[src/rtl/rst_pio_pkg.sv]
package rst_pio_pkg;

	// ------------------------------------------------------------
	// timing
	// ------------------------------------------------------------
	localparam real SYS_CLK_HZ   = 10.0e6;
	localparam real RST_MIN_MS   = 1.5;
	localparam real RST_MAX_MS   = 4.0;
	localparam real EXT_HOLD_MS  = 5.0;
	localparam real LF_OSC_HZ    = 32.0e3;
	localparam real BREAK_US     = 100.0;
	localparam int  RST_MIN_CYC  = int'($ceil(RST_MIN_MS * SYS_CLK_HZ / 1.0e3));
	localparam int  RST_MAX_CYC  = int'($floor(RST_MAX_MS * SYS_CLK_HZ / 1.0e3));
	localparam int  EXT_HOLD_CYC = int'($ceil(EXT_HOLD_MS * SYS_CLK_HZ / 1.0e3));
	localparam int  LF_DIV       = int'($floor(SYS_CLK_HZ / LF_OSC_HZ));
	localparam int  BREAK_CYC    = int'($ceil(BREAK_US * SYS_CLK_HZ / 1.0e6));
	localparam int  RST_HOLD_CYC = 16;

	// ------------------------------------------------------------
	// register offsets (byte addresses)
	// ------------------------------------------------------------
	localparam logic [7:0] CTRL_OFS      = 8'h00;
	localparam logic [7:0] WDOG_LOAD_OFS = 8'h04;
	localparam logic [7:0] WDOG_KICK_OFS = 8'h08;
	localparam logic [7:0] GP_CFG_OFS    = 8'h0c;
	localparam logic [7:0] GP_EVT_OFS    = 8'h10;
	localparam logic [7:0] STATUS_OFS    = 8'h14;
	localparam logic [7:0] CAUSE_OFS     = 8'h18;

	// ------------------------------------------------------------
	// field positions
	// ------------------------------------------------------------
	localparam int CTRL_WDOG_EN = 0;
	localparam int CTRL_SLEEP   = 1;
	localparam int CTRL_AUX_LSB = 4;
	localparam int GP_DIR_LSB   = 0;
	localparam int GP_OUT_LSB   = 8;
	localparam int GP_PU_LSB    = 16;
	localparam int GP_STR_LSB   = 24;
	localparam int GP_IRQ_LSB   = 0;
	localparam int GP_WAKE_LSB  = 8;
	localparam int ST_FILT_BIT  = 8;
	localparam int ST_WCNT_LSB  = 16;
	localparam int CAUSE_PIN    = 0;
	localparam int CAUSE_POR    = 1;
	localparam int CAUSE_BRK    = 2;
	localparam int CAUSE_WDOG   = 3;
	localparam int GP_N         = 6;
	localparam int FX_N         = 4;

	// ------------------------------------------------------------
	// reset values and masks
	// ------------------------------------------------------------
	localparam logic [31:0] CTRL_RST      = 32'h0000_0000;
	localparam logic [31:0] CTRL_MASK     = 32'h0000_0073;
	localparam logic [15:0] WDOG_LOAD_RST = 16'hffff;
	localparam logic [31:0] GP_CFG_RST    = 32'h0000_0000;
	localparam logic [31:0] GP_CFG_MASK   = 32'h3f3f_3f3f;
	localparam logic [31:0] GP_EVT_RST    = 32'h0000_0000;
	localparam logic [31:0] GP_EVT_MASK   = 32'h0000_3f3f;
	// fixed outputs: bit 0 serial tx, 1 rts, 2 audio data, 3 spi data
	localparam logic [3:0]  FX_PU_RST     = 4'h3;
	localparam logic [3:0]  FX_PD_RST     = 4'hc;
	localparam logic [1:0]  RESP_OKAY     = 2'h0;
	localparam logic [1:0]  RESP_SLVERR   = 2'h2;

	typedef enum logic [2:0]
	{
		AUX_LOW, AUX_48M, AUX_24M, AUX_16M, AUX_8M, AUX_XTAL
	} aux_sel_e;

	typedef enum logic [1:0]
	{
		RS_ASSERT, RS_RELEASE, RS_RUN
	} rst_state_e;

endpackage

[src/rtl/rst_filter.sv]
`timescale 1ns/10ps
module rst_filter
#(
	parameter int LF_DIV     = rst_pio_pkg::LF_DIV,
	parameter int FILT_TICKS = 50
)
(
	input  wire logic sys_clk,
	input  wire logic rst_n,
	input  wire logic pin_n,
	output logic      lf_tick_r,
	output logic      filt_low_r
);
	import rst_pio_pkg::*;

	logic [1:0]  sync_r;
	logic [15:0] div_r;
	logic [7:0]  tick_cnt_r;

	always_ff @(posedge sys_clk or negedge rst_n)
	begin
		if (!rst_n)
			sync_r <= 2'h3;
		else
			sync_r <= {sync_r[0], pin_n};
	end

	// ------------------------------------------------------------
	// slow oscillator tick
	// ------------------------------------------------------------
	always_ff @(posedge sys_clk or negedge rst_n)
	begin
		if (!rst_n)
		begin
			div_r     <= 16'h0000;
			lf_tick_r <= 1'b0;
		end
		else if (div_r == 16'(LF_DIV - 1))
		begin
			div_r     <= 16'h0000;
			lf_tick_r <= 1'b1;
		end
		else
		begin
			div_r     <= div_r + 16'h0001;
			lf_tick_r <= 1'b0;
		end
	end

	// ------------------------------------------------------------
	// low-level filter, sampled only on slow ticks
	// ------------------------------------------------------------
	// glitches shorter than one tick are seen on one tick at most
	always_ff @(posedge sys_clk or negedge rst_n)
	begin
		if (!rst_n)
		begin
			tick_cnt_r <= 8'h00;
			filt_low_r <= 1'b0;
		end
		else if (lf_tick_r)
		begin
			if (sync_r[1])
			begin
				tick_cnt_r <= 8'h00;
				filt_low_r <= 1'b0;
			end
			else if (tick_cnt_r != 8'(FILT_TICKS))
			begin
				tick_cnt_r <= tick_cnt_r + 8'h01;
				filt_low_r <= (tick_cnt_r == 8'(FILT_TICKS - 1));
			end
		end
	end

endmodule

[src/rtl/rst_pio_ctrl.sv]
`timescale 1ns/10ps
// Behaviour
// - reset is requested by the filtered pin, power-on, a serial break or watchdog expiry.
// - the active-low reset pin is filtered on slow oscillator ticks before it acts.
// - a held-low reset pin takes effect between 1.5 ms and 4.0 ms after it goes low.
// - in reset every two-way line is an input and every output is undriven.
// - at reset the six general lines are inputs with weak pull-downs.
// - each general line has software pull strength and pull direction.
// - each general line can raise an interrupt request or wake the block from sleep.
// - in reset serial tx and rts pull up, audio and spi data outputs pull down.
// - software selects one of the 48, 24, 16, 8 MHz or crystal clocks for the aux pin.
module rst_pio_ctrl
#(
	parameter int RST_MIN_CYC = rst_pio_pkg::RST_MIN_CYC,
	parameter int LF_DIV      = rst_pio_pkg::LF_DIV
)
(
	input  wire logic                          sys_clk,
	input  wire logic                          rst_n,
	input  wire logic                          ext_reset_n,
	input  wire logic                          por_n,
	input  wire logic                          uart_rx,
	input  wire logic [rst_pio_pkg::GP_N-1:0]  gp_line_in,
	output logic      [rst_pio_pkg::GP_N-1:0]  gp_line_out,
	output logic      [rst_pio_pkg::GP_N-1:0]  gp_line_oe,
	output logic      [rst_pio_pkg::GP_N-1:0]  gp_pull_up,
	output logic      [rst_pio_pkg::GP_N-1:0]  gp_pull_strong,
	output logic                               gp_irq_r,
	output logic                               wake_r,
	output logic                               sleep,
	input  wire logic [rst_pio_pkg::FX_N-1:0]  fixed_oe_in,
	output logic      [rst_pio_pkg::FX_N-1:0]  fixed_oe_r,
	output logic      [rst_pio_pkg::FX_N-1:0]  fixed_pu_r,
	output logic      [rst_pio_pkg::FX_N-1:0]  fixed_pd_r,
	output rst_pio_pkg::aux_sel_e              aux_sel,
	output logic                               core_rst_n_r,
	input  wire logic [7:0]                    s_axi_awaddr,
	input  wire logic                          s_axi_awvalid,
	output logic                               s_axi_awready,
	input  wire logic [31:0]                   s_axi_wdata,
	input  wire logic [3:0]                    s_axi_wstrb,
	input  wire logic                          s_axi_wvalid,
	output logic                               s_axi_wready,
	output logic [1:0]                         s_axi_bresp,
	output logic                               s_axi_bvalid,
	input  wire logic                          s_axi_bready,
	input  wire logic [7:0]                    s_axi_araddr,
	input  wire logic                          s_axi_arvalid,
	output logic                               s_axi_arready,
	output logic [31:0]                        s_axi_rdata,
	output logic [1:0]                         s_axi_rresp,
	output logic                               s_axi_rvalid,
	input  wire logic                          s_axi_rready
);
	import rst_pio_pkg::*;

	// slow ticks: first one may come at once after the fall, hence the extra one
	localparam int FILT_TICKS = (RST_MIN_CYC + LF_DIV - 1) / LF_DIV + 1;

	function automatic logic [31:0] merge(input logic [31:0] old,
		input logic [31:0] nw, input logic [3:0] strb,
		input logic [31:0] mask);
		logic [31:0] r;
		r = old;
		for (int i = 0; i < 4; i++)
			if (strb[i])
				r[i*8 +: 8] = nw[i*8 +: 8];
		return r & mask;
	endfunction

	logic             lf_tick;
	logic             filt_low;
	logic [1:0]       por_sync_r;
	logic [1:0]       rx_sync_r;
	logic [GP_N-1:0]  gp_m_r;
	logic [GP_N-1:0]  gp_s_r;
	logic [GP_N-1:0]  gp_prev_r;
	logic [9:0]       brk_cnt_r;
	logic             brk_req;
	logic [15:0]      wdog_cnt_r;
	logic             wdog_req;
	logic             req;
	rst_state_e       rst_state_r;
	logic [4:0]       hold_cnt_r;
	logic             in_reset;
	logic [31:0]      ctrl_r;
	logic [15:0]      wdog_load_r;
	logic [31:0]      gp_cfg_r;
	logic [31:0]      gp_evt_r;
	logic [3:0]       cause_r;
	logic [7:0]       aw_addr_r;
	logic [31:0]      w_data_r;
	logic [3:0]       w_strb_r;
	logic             wr_go;
	logic             wr_hit;
	logic [31:0]      rdata_nxt;
	logic             rhit_nxt;

	rst_filter #(.LF_DIV(LF_DIV), .FILT_TICKS(FILT_TICKS)) u_filter
	(
		.sys_clk    (sys_clk),
		.rst_n      (rst_n),
		.pin_n      (ext_reset_n),
		.lf_tick_r  (lf_tick),
		.filt_low_r (filt_low)
	);

	// ------------------------------------------------------------
	// pin synchronisers
	// ------------------------------------------------------------
	always_ff @(posedge sys_clk or negedge rst_n)
	begin
		if (!rst_n)
		begin
			por_sync_r <= 2'h0;
			rx_sync_r  <= 2'h3;
			gp_m_r     <= '0;
			gp_s_r     <= '0;
		end
		else
		begin
			por_sync_r <= {por_sync_r[0], por_n};
			rx_sync_r  <= {rx_sync_r[0], uart_rx};
			gp_m_r     <= gp_line_in;
			gp_s_r     <= gp_m_r;
		end
	end

	// ------------------------------------------------------------
	// reset sources
	// ------------------------------------------------------------
	// break fires once per low period so a parked line cannot loop resets
	always_ff @(posedge sys_clk or negedge rst_n)
	begin
		if (!rst_n)
			brk_cnt_r <= 10'h000;
		else if (rx_sync_r[1])
			brk_cnt_r <= 10'h000;
		else if (brk_cnt_r != 10'(BREAK_CYC))
			brk_cnt_r <= brk_cnt_r + 10'h001;
	end
	assign brk_req = (brk_cnt_r == 10'(BREAK_CYC - 1)) && !rx_sync_r[1];

	// watchdog counts slow ticks; enable is cleared by the reset it causes
	always_ff @(posedge sys_clk or negedge rst_n)
	begin
		if (!rst_n)
			wdog_cnt_r <= WDOG_LOAD_RST;
		else if (!ctrl_r[CTRL_WDOG_EN] || (wr_hit && aw_addr_r == WDOG_KICK_OFS))
			wdog_cnt_r <= wdog_load_r;
		else if (lf_tick && wdog_cnt_r != 16'h0000)
			wdog_cnt_r <= wdog_cnt_r - 16'h0001;
	end
	assign wdog_req = ctrl_r[CTRL_WDOG_EN] && (wdog_cnt_r == 16'h0000);

	assign req = filt_low || !por_sync_r[1] || brk_req || wdog_req;

	// ------------------------------------------------------------
	// core reset sequencer
	// ------------------------------------------------------------
	always_ff @(posedge sys_clk or negedge rst_n)
	begin
		if (!rst_n)
		begin
			rst_state_r  <= RS_ASSERT;
			hold_cnt_r   <= 5'h00;
			core_rst_n_r <= 1'b0;
		end
		else
		begin
			unique case (rst_state_r)
				RS_ASSERT:
					if (!req)
					begin
						rst_state_r <= RS_RELEASE;
						hold_cnt_r  <= 5'h00;
					end
				RS_RELEASE:
					if (req)
						rst_state_r <= RS_ASSERT;
					else if (hold_cnt_r == 5'(RST_HOLD_CYC - 1))
					begin
						rst_state_r  <= RS_RUN;
						core_rst_n_r <= 1'b1;
					end
					else
						hold_cnt_r <= hold_cnt_r + 5'h01;
				RS_RUN:
					if (req)
					begin
						rst_state_r  <= RS_ASSERT;
						core_rst_n_r <= 1'b0;
					end
			endcase
		end
	end
	assign in_reset = !core_rst_n_r;

	// ------------------------------------------------------------
	// configuration registers, held at defaults during core reset
	// ------------------------------------------------------------
	always_ff @(posedge sys_clk or negedge rst_n)
	begin
		if (!rst_n)
			ctrl_r <= CTRL_RST;
		else if (in_reset)
			ctrl_r <= CTRL_RST;
		else if (wake_r)
			ctrl_r[CTRL_SLEEP] <= 1'b0;
		else if (wr_hit && aw_addr_r == CTRL_OFS)
		begin
			ctrl_r <= merge(ctrl_r, w_data_r, w_strb_r, CTRL_MASK);
			// unknown clock codes keep the previous selection
			if (w_strb_r[0] && w_data_r[CTRL_AUX_LSB +: 3] > 3'(AUX_XTAL))
				ctrl_r[CTRL_AUX_LSB +: 3] <= ctrl_r[CTRL_AUX_LSB +: 3];
		end
	end

	always_ff @(posedge sys_clk or negedge rst_n)
	begin
		if (!rst_n)
			wdog_load_r <= WDOG_LOAD_RST;
		else if (in_reset)
			wdog_load_r <= WDOG_LOAD_RST;
		else if (wr_hit && aw_addr_r == WDOG_LOAD_OFS)
			wdog_load_r <= 16'(merge({16'h0000, wdog_load_r}, w_data_r,
				w_strb_r, 32'h0000_ffff));
	end

	always_ff @(posedge sys_clk or negedge rst_n)
	begin
		if (!rst_n)
		begin
			gp_cfg_r <= GP_CFG_RST;
			gp_evt_r <= GP_EVT_RST;
		end
		else if (in_reset)
		begin
			gp_cfg_r <= GP_CFG_RST;
			gp_evt_r <= GP_EVT_RST;
		end
		else if (wr_hit && aw_addr_r == GP_CFG_OFS)
			gp_cfg_r <= merge(gp_cfg_r, w_data_r, w_strb_r, GP_CFG_MASK);
		else if (wr_hit && aw_addr_r == GP_EVT_OFS)
			gp_evt_r <= merge(gp_evt_r, w_data_r, w_strb_r, GP_EVT_MASK);
	end

	assign gp_line_oe     = gp_cfg_r[GP_DIR_LSB +: GP_N];
	assign gp_line_out    = gp_cfg_r[GP_OUT_LSB +: GP_N];
	assign gp_pull_up     = gp_cfg_r[GP_PU_LSB +: GP_N];
	assign gp_pull_strong = gp_cfg_r[GP_STR_LSB +: GP_N];
	assign sleep          = ctrl_r[CTRL_SLEEP];
	assign aux_sel        = aux_sel_e'(ctrl_r[CTRL_AUX_LSB +: 3]);

	// sources are recorded even while the core sits in reset; set wins
	always_ff @(posedge sys_clk or negedge rst_n)
	begin
		if (!rst_n)
			cause_r <= 4'h0;
		else
		begin
			for (int i = 0; i < 4; i++)
				if (wr_hit && aw_addr_r == CAUSE_OFS && w_strb_r[0] && w_data_r[i])
					cause_r[i] <= 1'b0;
			if (filt_low)
				cause_r[CAUSE_PIN] <= 1'b1;
			if (!por_sync_r[1])
				cause_r[CAUSE_POR] <= 1'b1;
			if (brk_req)
				cause_r[CAUSE_BRK] <= 1'b1;
			if (wdog_req)
				cause_r[CAUSE_WDOG] <= 1'b1;
		end
	end

	// ------------------------------------------------------------
	// general line events and fixed pins
	// ------------------------------------------------------------
	always_ff @(posedge sys_clk or negedge rst_n)
	begin
		if (!rst_n)
		begin
			gp_prev_r <= '0;
			gp_irq_r  <= 1'b0;
			wake_r    <= 1'b0;
		end
		else
		begin
			gp_prev_r <= gp_s_r;
			gp_irq_r  <= |(gp_s_r & gp_evt_r[GP_IRQ_LSB +: GP_N]);
			wake_r    <= ctrl_r[CTRL_SLEEP] && !wake_r
				&& |((gp_s_r ^ gp_prev_r) & gp_evt_r[GP_WAKE_LSB +: GP_N]);
		end
	end

	always_ff @(posedge sys_clk or negedge rst_n)
	begin
		if (!rst_n)
		begin
			fixed_oe_r <= 4'h0;
			fixed_pu_r <= FX_PU_RST;
			fixed_pd_r <= FX_PD_RST;
		end
		else
		begin
			fixed_oe_r <= in_reset ? 4'h0 : fixed_oe_in;
			fixed_pu_r <= in_reset ? FX_PU_RST : 4'h0;
			fixed_pd_r <= in_reset ? FX_PD_RST : 4'h0;
		end
	end

	// ------------------------------------------------------------
	// axi4-lite slave
	// ------------------------------------------------------------
	assign wr_go  = !s_axi_awready && !s_axi_wready && !s_axi_bvalid;
	assign wr_hit = wr_go && !in_reset;

	always_ff @(posedge sys_clk or negedge rst_n)
	begin
		if (!rst_n)
		begin
			s_axi_awready <= 1'b1;
			s_axi_wready  <= 1'b1;
			s_axi_bvalid  <= 1'b0;
			s_axi_bresp   <= RESP_OKAY;
			aw_addr_r     <= 8'h00;
			w_data_r      <= 32'h0000_0000;
			w_strb_r      <= 4'h0;
		end
		else
		begin
			if (s_axi_awvalid && s_axi_awready)
			begin
				aw_addr_r     <= {s_axi_awaddr[7:2], 2'b00};
				s_axi_awready <= 1'b0;
			end
			if (s_axi_wvalid && s_axi_wready)
			begin
				w_data_r     <= s_axi_wdata;
				w_strb_r     <= s_axi_wstrb;
				s_axi_wready <= 1'b0;
			end
			if (wr_go)
			begin
				s_axi_bvalid <= 1'b1;
				s_axi_bresp  <= (aw_addr_r <= CAUSE_OFS) ? RESP_OKAY : RESP_SLVERR;
			end
			if (s_axi_bvalid && s_axi_bready)
			begin
				s_axi_bvalid  <= 1'b0;
				s_axi_awready <= 1'b1;
				s_axi_wready  <= 1'b1;
			end
		end
	end

	always_comb
	begin
		rdata_nxt = 32'h0000_0000;
		rhit_nxt  = 1'b1;
		unique case ({s_axi_araddr[7:2], 2'b00})
			CTRL_OFS:      rdata_nxt = ctrl_r;
			WDOG_LOAD_OFS: rdata_nxt = {16'h0000, wdog_load_r};
			WDOG_KICK_OFS: rdata_nxt = 32'h0000_0000;
			GP_CFG_OFS:    rdata_nxt = gp_cfg_r;
			GP_EVT_OFS:    rdata_nxt = gp_evt_r;
			STATUS_OFS:    rdata_nxt = {wdog_cnt_r, 7'h00, filt_low, 2'h0, gp_s_r};
			CAUSE_OFS:     rdata_nxt = {28'h000_0000, cause_r};
			default:       rhit_nxt  = 1'b0;
		endcase
	end

	always_ff @(posedge sys_clk or negedge rst_n)
	begin
		if (!rst_n)
		begin
			s_axi_arready <= 1'b1;
			s_axi_rvalid  <= 1'b0;
			s_axi_rdata   <= 32'h0000_0000;
			s_axi_rresp   <= RESP_OKAY;
		end
		else if (s_axi_arvalid && s_axi_arready)
		begin
			s_axi_arready <= 1'b0;
			s_axi_rvalid  <= 1'b1;
			s_axi_rdata   <= rdata_nxt;
			s_axi_rresp   <= rhit_nxt ? RESP_OKAY : RESP_SLVERR;
		end
		else if (s_axi_rvalid && s_axi_rready)
		begin
			s_axi_rvalid  <= 1'b0;
			s_axi_arready <= 1'b1;
		end
	end

endmodule

[config.mk]
export PLATFORM = sky130hd
export DESIGN_NAME = rst_pio_ctrl
export DESIGN_NICKNAME = d
export VERILOG_FILES = /design/src/rtl/rst_pio_pkg.sv /design/src/rtl/rst_filter.sv /design/src/rtl/rst_pio_ctrl.sv
export SDC_FILE = /design/constraint.sdc
export NUM_CORES = 1
export LEC_CHECK = 0
export BUFFER_PORTS_ARGS = -buffer_cell sky130_fd_sc_hd__buf_2
export CAP_MARGIN = 20
export CORE_MARGIN = 5
export CORE_UTILIZATION = 46
export DETAILED_ROUTE_END_ITERATION = 8
export PLACE_DENSITY = 0.77
export REMOVE_ABC_BUFFERS = 1
export SYNTH_ARGS = -nofsm -noshare
export SYNTH_HDL_FRONTEND = slang
export SYNTH_HIERARCHICAL = 1
export SYNTH_SLANG_ARGS = --single-unit
[constraint.sdc]
create_clock -name sys_clk -period 2.45 [get_ports sys_clk]
set_input_delay 0.49 -clock sys_clk [delete_from_list [all_inputs] [get_ports sys_clk]]
set_output_delay 0.49 -clock sys_clk [all_outputs]
set_load 0.03 [all_outputs]
---- Word level (Yosys, flattened, before mapping) ----
Cells that the tools add are included.
word-level totals
  memory bits (read-only) ................. 0
  RAM bits ................................ 0
  bits in registers ....................... 293
  output and inout port bits .............. 84
  word-level logic and storage cells ...... 241
  bits in latches ......................... 0
  bits of input ports ..................... 72
  memories kept ........................... 0
operators by class
  muxes and demuxes ....................... 70
  bitwise gates (word level) .............. 3
  $add $sub $neg .......................... 5
  divide/modulo/power cells ............... 0
  $mul .................................... 0
  $lt $le $gt $ge ......................... 2
  reductions and logical operators ........ 73
  eq/ne operators ......................... 39
  shift-type cells ........................ 0
operator list
  cell                                                  number
  two-way mux 32 bit                                    7
  one-hot mux 32 bit (6 select lines)                   1
  two-way mux 16 bit                                    5
  two-way mux 6 bit                                     6
  two-way mux 8 bit                                     4
  equality test 6 x 3 -> 1 bit, second input constant   5
  two-way mux 30 bit                                    1
  two-way mux 1 bit                                     27
  logical AND 1 bit                                     25
  equality test 6 x 2 -> 1 bit, second input constant   4
  nonzero test 2 bit                                    12
  two-way mux 10 bit                                    2
  AND reduction 2 bit                                   10
  != test 2 x 1 -> 1 bit, second input constant         9
  adder 16 x 1 -> 16 bit, second input constant         1
  equality test 16 x 9 -> 1 bit, second input constant  1
  logical NOT 16 bit                                    1
  != test 2 bit, second input constant                  8
  nonzero test 16 bit                                   1
  subtractor 16 x 1 -> 16 bit, second input constant    1
  two-way mux 5 bit                                     3
  two-way mux 2 bit                                     7
  bitwise AND 6 bit                                     2
  equality test 6 x 1 -> 1 bit, second input constant   2
  other kinds (30)                                      47

---- Depth between registers and ports, before layout ----
Gate-level depths: netlist of run 1.
  depth in word-level cells ............... 9
  depth in mapped cells ................... 7
  gate-level depth less buffers ........... 7

---- Modules after synthesis ----
The synthesis of run 1 kept the hierarchy.
modules (own cells, without submodules)
  module        area each (um^2)  cells an instance  instances  sequential area each (um^2)
  rst_pio_ctrl  8843.5            796                1          5077.4
  rst_filter    1345.0            127                1          703.2

---- Worst setup path before layout of run 1 ----
Ideal clock, no wire load.
  kind .................................... reg2reg
  start point ............................. reg wdog_cnt_r[0]
  end point ............................... reg hold_cnt_r[3]
  path buffers ............................ 0
  required time ........................... 2.324 ns
  data arrival time ....................... 2.161 ns
  library setup time ...................... 0.126 ns
  cell stages (with the launch flop) ...... 8
  period minus slack after synthesis ...... 2.287 ns
  setup slack ............................. 0.163 ns
  path through ............................ dfstp_2 > inv_1 > ha_1 > or4b_4 > nor4_4 > a2111oi_4 > o21ai_1 > a221o_1
between the ends
  word-level cells in the longest chain between the ends .. 5
  elaborated cells between the ends (all ways) .. 6
  those cells by class .................... eq/ne (2); reduce/logical (4)
RTL lines
  element                                   RTL line             RTL
  from (decl)                               rst_pio_ctrl.sv:80   logic [15:0] wdog_cnt_r;
  from (signal assigned)                    rst_pio_ctrl.sv:150  wdog_cnt_r <= wdog_load_r;
  from (signal assigned)                    rst_pio_ctrl.sv:152  wdog_cnt_r <= wdog_cnt_r - 16'h0001;
  logical NOT 16 bit (*)                    rst_pio_ctrl.sv:154  assign wdog_req = ctrl_r[CTRL_WDOG_EN] && (wdog_cnt_r == 16'h0000);
  logical AND 1 bit (*)                     rst_pio_ctrl.sv:154
  logical OR 1 bit (*)                      rst_pio_ctrl.sv:156  assign req = filt_low || !por_sync_r[1] || brk_req || wdog_req;
  != test 2 bit (no source line)            -
  AND reduction 4 bit (no source line) (*)  -
  to (signal assigned)                      rst_pio_ctrl.sv:187  hold_cnt_r <= hold_cnt_r + 5'h01;
  to (decl)                                 rst_pio_ctrl.sv:84   logic [4:0] hold_cnt_r;
Mark *: on every way between the ends. The rest lies on a longest branch, timed or not.
A chain may end at the register's enable or synchronous reset.

---- Worst setup path in the final report of run 1 ----
  start point ............................. reg wdog_cnt_r[1]
  end point ............................... reg hold_cnt_r[2]
Same word-level chain as after synthesis.

==> metrics.md, run 1 <==
| Metric | Value |
|---|---|
| Critical Path Stages | 9 |
| CP max stage cell | or4b_4 |
| First-pass GRT wire length | 41.1 mm |
| Setup crit start | wdog_cnt_r[1]$_DFFE_PN1P_ |
| Ys flop type | dfrtp_1 |
| # diodes | 0 |
| Gr usage total | 19.2% |
| Final Hold Fails | 0 |
| Root Driver | clkbuf_16 |
| Die Ht | 159 µm |
| Fill cells | 1807 |
| Final period util | 94.6% |
| Synthesis-to-finish area growth | 18.9% |
| Buffers on Ports | 141 |
| LEAKAGE | 5.76 nW |
| Placer congestion estimate | 0.818 |
| Final Max Tran Viols | 0 |
| Yosys top cell by area | dfrtp_1 |
| Total Wirelength | 25.0 mm |
| Synth top area share | 46.4% |
| Vias in the first global route | 7831 |
| Setup Crit Path Kind | reg -> reg |
| Post-layout util | 55.5% |
| DIE AREA | 0.0252 mm² |
| Hold Path Class | in -> reg |
| Initial antenna violation count | 3 |
| RR Endpoint | hold_cnt_r[2]$_DFFE_PN0P_ |
| Netlist cell types | 70 |
| Pwr per Cell Area | 899 mW/mm² |
| Routed len/inst | 18.3 µm |
| Syn Inst Count | 923 |
| Top cells by count, synth | dfrtp_1 (189), nand2_1 (101), nor2_1 (75) |
| CTS tree | built |
| Cell Chain, Critical Path | inv_1 -> ha_1 -> or4b_4 -> nor4_4 -> buf_4 -> a2111oi_4 -> buf_6 -> buf_4 -> a221o_1 |
| Dpl ws | 29.0 ps |
| Final setup fails | 0 |
| Hpwl dp | 17.5 mm |
| Number of nets still failing antenna checks after routing | 0 |
| Io pins | 156 |
| Outcome | finished clean |
| CP endpoint kind | register |
| Skew-Pair Late Insertion Delay | 510 ps |
| Layout Skew | 8.73 ps |
| Synthesis-stage register bit count | 229 |
| Startpoint types | register |
| Detailed Route Iter0 Violations | 711 |
| VDD IR-drop max | 0.000473 V |
| TritonRoute pass-1 iters | 8 |
| Core Region | 0.0218 mm² |
| Slew Limit Headroom | 62.4% |
| Sequential area share after synthesis | 56.7% |
| Die Width | 159 µm |
| Post-synth EDFFs | 0 |
| RSZ-0062 raised after global routing | no |
| Starting Density | 46.7% |
| DRC errors left | 0 |
| Worst Setup EP | hold_cnt_r[2]$_DFFE_PN0P_ |
| Synthesized area | 0.0102 mm² |
| Ys async rst share | 100% |
| Top delay family on crit path | simple AND/OR/NAND/NOR gates |
| CP max FO | 6 |
| Num CTS Buffers | 25 |
| MaxCap Viol Count | 0 |
| Avg Inst Size Synth | 11.0 µm² |
| WP buf/inv | 4 |
| CP Data Required Time | 2840 ps |
| FP Rows | 54 |
| Largest net degree at the start of global routing | 59 |
| R2R Path Start | wdog_cnt_r[1]$_DFFE_PN1P_ |
| CTS sink cnt | 229 |
| Most common cell in the synthesized netlist | dfrtp_1 |
| CP peak stage delay | 490 ps |
| Nets | 1156 |
| Via count | 7752 |
| FMAX | 432 MHz |
| Slew of the pin with the lowest slew margin | 559 ps |
| Crit path DAT | 2710 ps |
| Final Cell Area | 0.0121 mm² |
| Final critical-path required period | 2320 ps |
| Grt ovf | 0 |
| PnR worst setup slack | 133 ps |
| DR vias/cell | 5.66 |
| R2r setup slk | 130 ps |
| Synthesis Warnings | 6 |
| Worst reg-to-reg path cell count | 9 |
| H-tree depth | 1 |
| Fraction of layout cells with a size suffix above 1 | 28.8% |
| CTS max path bufs | 3 |
| CTS clk-pin slew, worst paths | 60 ps |
| Area contributors post-synth | dfrtp_1 (46%), dfstp_2 (10%), mux2_2 (4.9%) |
| Crit-path most repeated cell | buf_4 |
| DP Area | 0.0113 mm² |
-- metrics by stage --
step                      instances  total power [mW]  hold slack (ps)  TNS (ps)
after floorplan                 875              6.30              194    -25000
after global placement         1321              7.13              335         0
after detailed placement       1321              7.21              338         0
after CTS                      1367              10.9             60.8         0
after global routing           1369              11.4             58.0         0
final                          1369              10.9             80.6         0
-- how the worst min path moves through the flow --
stage                         from                  endpoint  slack [ps]  cells after the start
3_3_place_gp   gp_m_r[5]$_DFF_PN0_       gp_s_r[5]$_DFF_PN0_         340                      0
2_1_floorplan                rst_n  aw_addr_r[2]$_DFFE_PN0P_         190                      0
4_1_cts                    uart_rx    rx_sync_r[0]$_DFF_PN1_          60                      1
3_5_place_dp   gp_m_r[2]$_DFF_PN0_       gp_s_r[2]$_DFF_PN0_         340                      0
6_report                   uart_rx    rx_sync_r[0]$_DFF_PN1_          80                      1
5_1_grt                    uart_rx    rx_sync_r[0]$_DFF_PN1_          60                      1
-- layer usage --
layer	vias up	global-route usage, %	wire, µm
li1	3549	-	-
met1	3877	25.7	10500
met2	267	31.3	12000
met3	53	4.92	1910
met4	6	5.59	642
met5	-	0	22
-- power breakdown --
group	leakage [nW]	internal, mW	switching (mW)	total [mW]
registers	2.86	4.42	0.626	5.04
clock network	0.395	2.21	1.49	3.70
logic	2.50	0.851	1.30	2.15
total	5.76	7.48	3.42	10.9
-- layout by cell type (no fill, tap or decap), types with 6 or more instances in the layout --
master,n
nand2_1,101
conb_1,6
nor2b_1,9
or3_1,9
a31oi_1,6
nor2_1,75
nor4_1,10
a21oi_1,49
inv_1,36
dfrtp_1,189
a22oi_1,13
nand4_1,9
mux2_2,44
buf_2,140
xor2_1,17
a22o_1,9
clkbuf_16,25
a221oi_1,9
o21ai_0,18
nand3_1,47
xnor2_1,23
ha_1,13
dfstp_2,40
mux2i_1,32
a222oi_1,13
buf_4,22
and3_1,10
and2_1,10
nor3_1,15
-- registers in the layout, indices dropped and copies added (netlist names), 2 cells and up --
name / flops
aw_addr_r: 6
brk_cnt_r: 10
cause_r: 4
ctrl_r: 5
fixed_oe_r: 4
gp_cfg_r: 24
gp_evt_r: 12
gp_m_r: 6
gp_prev_r: 6
gp_s_r: 6
hold_cnt_r: 5
por_sync_r: 2
rst_state_r: 2
rx_sync_r: 2
s_axi_rdata: 32
u_filter/div_r: 16
u_filter/sync_r: 2
u_filter/tick_cnt_r: 8
w_data_r: 28
w_strb_r: 4
wdog_cnt_r: 16
wdog_load_r: 16
-- logic make-up (layout without fill, tap and decap cells) --
group,count (synthesis),count (layout),synth area share [%]
flip-flops,229,229,56.7
AND/OR/NAND/NOR,325,325,15.8
other,1,6,0.0368
AO/OA/AOI/OAI,148,148,10.3
buffers and inverters,90,251,3.97
adder cells (fa/ha/maj),13,13,1.60
multiplexers,77,77,8.11
XOR/XNOR,40,40,3.44
-- final cells by class --
class / instances / area (µm²) / area share, %
Clock buffer: 34 / 699 / 5.77
Tap cell: 280 / 350 / 2.89
Sequential cell: 229 / 5780 / 47.7
Multi-Input combinational cell: 609 / 4050 / 33.4
Timing Repair Buffer: 169 / 982 / 8.11
Inverter: 37 / 139 / 1.15
Clock inverter: 11 / 116 / 0.960
-- what timing repair did --
item                                   in CTS  in global routing
endpoints found under the hold margin      46                  0
hold buffers                                1                  0
gates resized for setup                     0                  4
setup buffers                               0                  2
setup endpoints to repair                   0                  2
No activity file was read; power rests on OpenSTA's default activity.
==> inputs of run 2 (changes only) <==
Settings changed: PLACE_DENSITY 0.77 to 0.73.
==> metrics.md, run 2 (same netlist as run 1, synthesis figures left out) <==
| Metric | Value |
|---|---|
| RSZ-0062 raised after global routing | yes (was no) |
| Final Hold Fails | 0 (unchanged) |
| Initial antenna violation count | 0 (was 3) |
| Metal3 WL | 1.79 mm (was 1.91 mm) |
| Non-filler cells, final | 1370 (was 1369) |
| # diodes | 0 (unchanged) |
| Sequential power share | 46.8% (was 46.3%) |
| Final Cell Area | 0.0121 mm² (about the same) |
| Skew-Pair Late Insertion Delay | 520 ps (was 510 ps) |
| Hold Path Class | in -> reg (unchanged) |
| Grt ovf | 0 (unchanged) |
| Most common cell after layout, fill and taps aside | dfrtp_1 (unchanged) |
| CTS sink cnt | 229 (unchanged) |
| Nets | 1156 (unchanged) |
| Via count | 7641 (was 7752) |
| DR vias/cell | 5.58 (was 5.66) |
| Gr usage total | 19.2% (about the same) |
| Pwr per Cell Area | 894 mW/mm² (was 899 mW/mm²) |
| Startpoint types | register (unchanged) |
| Synthesis-to-finish area growth | 18.6% (was 18.9%) |
| Largest net degree at the start of global routing | 71 (was 59) |
| CP max FO | 5 (was 6) |
| MaxCap Viol Count | 0 (unchanged) |
| Most flop-heavy register | s_axi_rdata (unchanged) |
| TritonRoute pass-1 iters | 6 (was 8) |
| Final period util | 95.9% (was 94.6%) |
| Internal power | 7.41 mW (was 7.48 mW) |
| DRC errors left | 0 (unchanged) |
| Final Max Tran Viols | 0 (unchanged) |
| Final critical-path required period | 2350 ps (was 2320 ps) |
| VDD IR-drop max | 0.000416 V (was 0.000473 V) |
| Post-layout util | 55.3% (was 55.5%) |
| H-tree depth | 1 (unchanged) |
| Routed len/inst | 18.0 µm (was 18.3 µm) |
| Final setup fails | 0 (unchanged) |
| Outcome | finished clean (unchanged) |
| First-pass GRT wire length | 41.0 mm (was 41.1 mm) |
| Cell total after placement | 1322 (was 1321) |
| Vias in the first global route | 7737 (was 7831) |
| CP endpoint kind | register (unchanged) |
| Max FFs per register | 32 (unchanged) |
| Slew of the pin with the lowest slew margin | 572 ps (was 559 ps) |
| Regs by FF count | s_axi_rdata: 32 flops, w_data_r: 28 flops, gp_cfg_r: 24 flops (unchanged) |
| Uppermost routed layer | met4 (was met5) |
| FMAX | 426 MHz (was 432 MHz) |
| Final hold slack | 76.2 ps (was 80.6 ps) |
| LEAKAGE | 5.75 nW (was 5.76 nW) |
| Die Ht | 159 µm (unchanged) |
| Total Wirelength | 24.7 mm (was 25.0 mm) |
| FP Rows | 54 (unchanged) |
| CTS max path bufs | 3 (unchanged) |
| DIE AREA | 0.0252 mm² (unchanged) |
| Most frequent cells in the layout | dfrtp_1 (189), buf_2 (140), nand2_1 (101) (unchanged) |
| Comb pwr share | 19.6% (was 19.7%) |
| Io pins | 156 (unchanged) |
| Die Width | 159 µm (unchanged) |
| Number of nets still failing antenna checks after routing | 0 (unchanged) |
| Hpwl dp | 17.5 mm (about the same) |
| Routed wl met2 | 11.5 mm (was 12.0 mm) |
| Crit path DAT | 2740 ps (was 2710 ps) |
| Buffers on Ports | 141 (unchanged) |
| Detailed Route Iter0 Violations | 544 (was 711) |
| CP Data Required Time | 2840 ps (about the same) |
| CTS tree | built (unchanged) |
| Fraction of layout cells with a size suffix above 1 | 28.3% (was 28.8%) |
| CTS clk-pin slew, worst paths | 60 ps (about the same) |
| Core Region | 0.0218 mm² (unchanged) |
| Slew Limit Headroom | 61.4% (was 62.4%) |
| Root Driver | clkbuf_16 (unchanged) |
| Setup Crit Path Kind | reg -> reg (unchanged) |
| Psw | 3.39 mW (was 3.42 mW) |
| Starting Density | 46.7% (unchanged) |
| Num CTS Buffers | 25 (unchanged) |
| Clk pwr share | 33.6% (was 34.0%) |
| Layout Skew | 14.2 ps (was 8.73 ps) |
| Placer congestion estimate | 0.839 (was 0.818) |
| Switching Fraction | 31.4% (about the same) |
| Met1 WL | 10.8 mm (was 10.5 mm) |
| DP Area | 0.0113 mm² (about the same) |
[run 2: power by group through the flow]
| stage | Combinational, mW | Sequential, mW | Clock (mW) |
|---|---|---|---|
| finish | 2.11 | 5.06 | 3.63 |
| global route | 2.31 | 5.14 | 3.87 |
| CTS | 2.12 | 5.05 | 3.70 |
| detailed placement | 2.11 | 5.10 | 0 |
| global placement | 2.05 | 5.08 | 0 |
| floorplan | 0.991 | 5.31 | 0 |
[run 2: metal layers]
layer	global-route usage (%)	vias to the layer above
li1	-	3556
met1	26.9	3782
met2	30.4	255
met3	4.38	48
met4	4.85	0
met5	0	-
[run 2: final cells by class]
type / count / area (µm²)
clock buffer: 40 / 732
sequential: 229 / 5780
tap: 280 / 350
inverter: 37 / 139
fill: 1871 / 9740
clock inverter: 6 / 62.6
multi-input combinational: 609 / 4050
timing repair buffer: 169 / 970
[run 2: worst paths after layout]
kind                                             end                 startpoint  slack, ps  cells after the start
max in group asynchronous  wdog_cnt_r[0]$_DFFE_PN1P_                      rst_n       1130                      3
min in group asynchronous   w_data_r[13]$_DFFE_PN0P_                      rst_n        500                      2
max                        hold_cnt_r[3]$_DFFE_PN0P_  wdog_cnt_r[1]$_DFFE_PN1P_        100                      8
min reg2reg                      gp_s_r[1]$_DFF_PN0_        gp_m_r[1]$_DFF_PN0_        350                      0
max reg2reg                hold_cnt_r[3]$_DFFE_PN0P_  wdog_cnt_r[1]$_DFFE_PN1P_        100                      8
min                           rx_sync_r[0]$_DFF_PN1_                    uart_rx         80                      1
[run 2: critical path, stage by stage (launching register included)]
cell and delay [ps]:
dfstp_2 560, inv_1 70, ha_1 170, or4b_4 230
nor4_4 40, buf_4 160, a2111oi_4 370, o21ai_1 240
a221o_1 390
[run 2: metrics by stage]
stage	setup slack [ps]	TNS, ps	power (mW)
3_5_place_dp	109	0	7.21
6_report	101	0	10.8
4_1_cts	101	0	10.9
5_1_grt	-7.81	-7.81	11.3
2_1_floorplan	-821	-25000	6.30
3_3_place_gp	129	0	7.14
[run 2: what timing repair did]
item                                    4_1_cts  5_1_grt
hold endpoints to repair                     49        0
setup buffers                                 0        1
hold buffers                                  1        0
endpoints found under the setup margin        0        1
resized for setup                             0        3
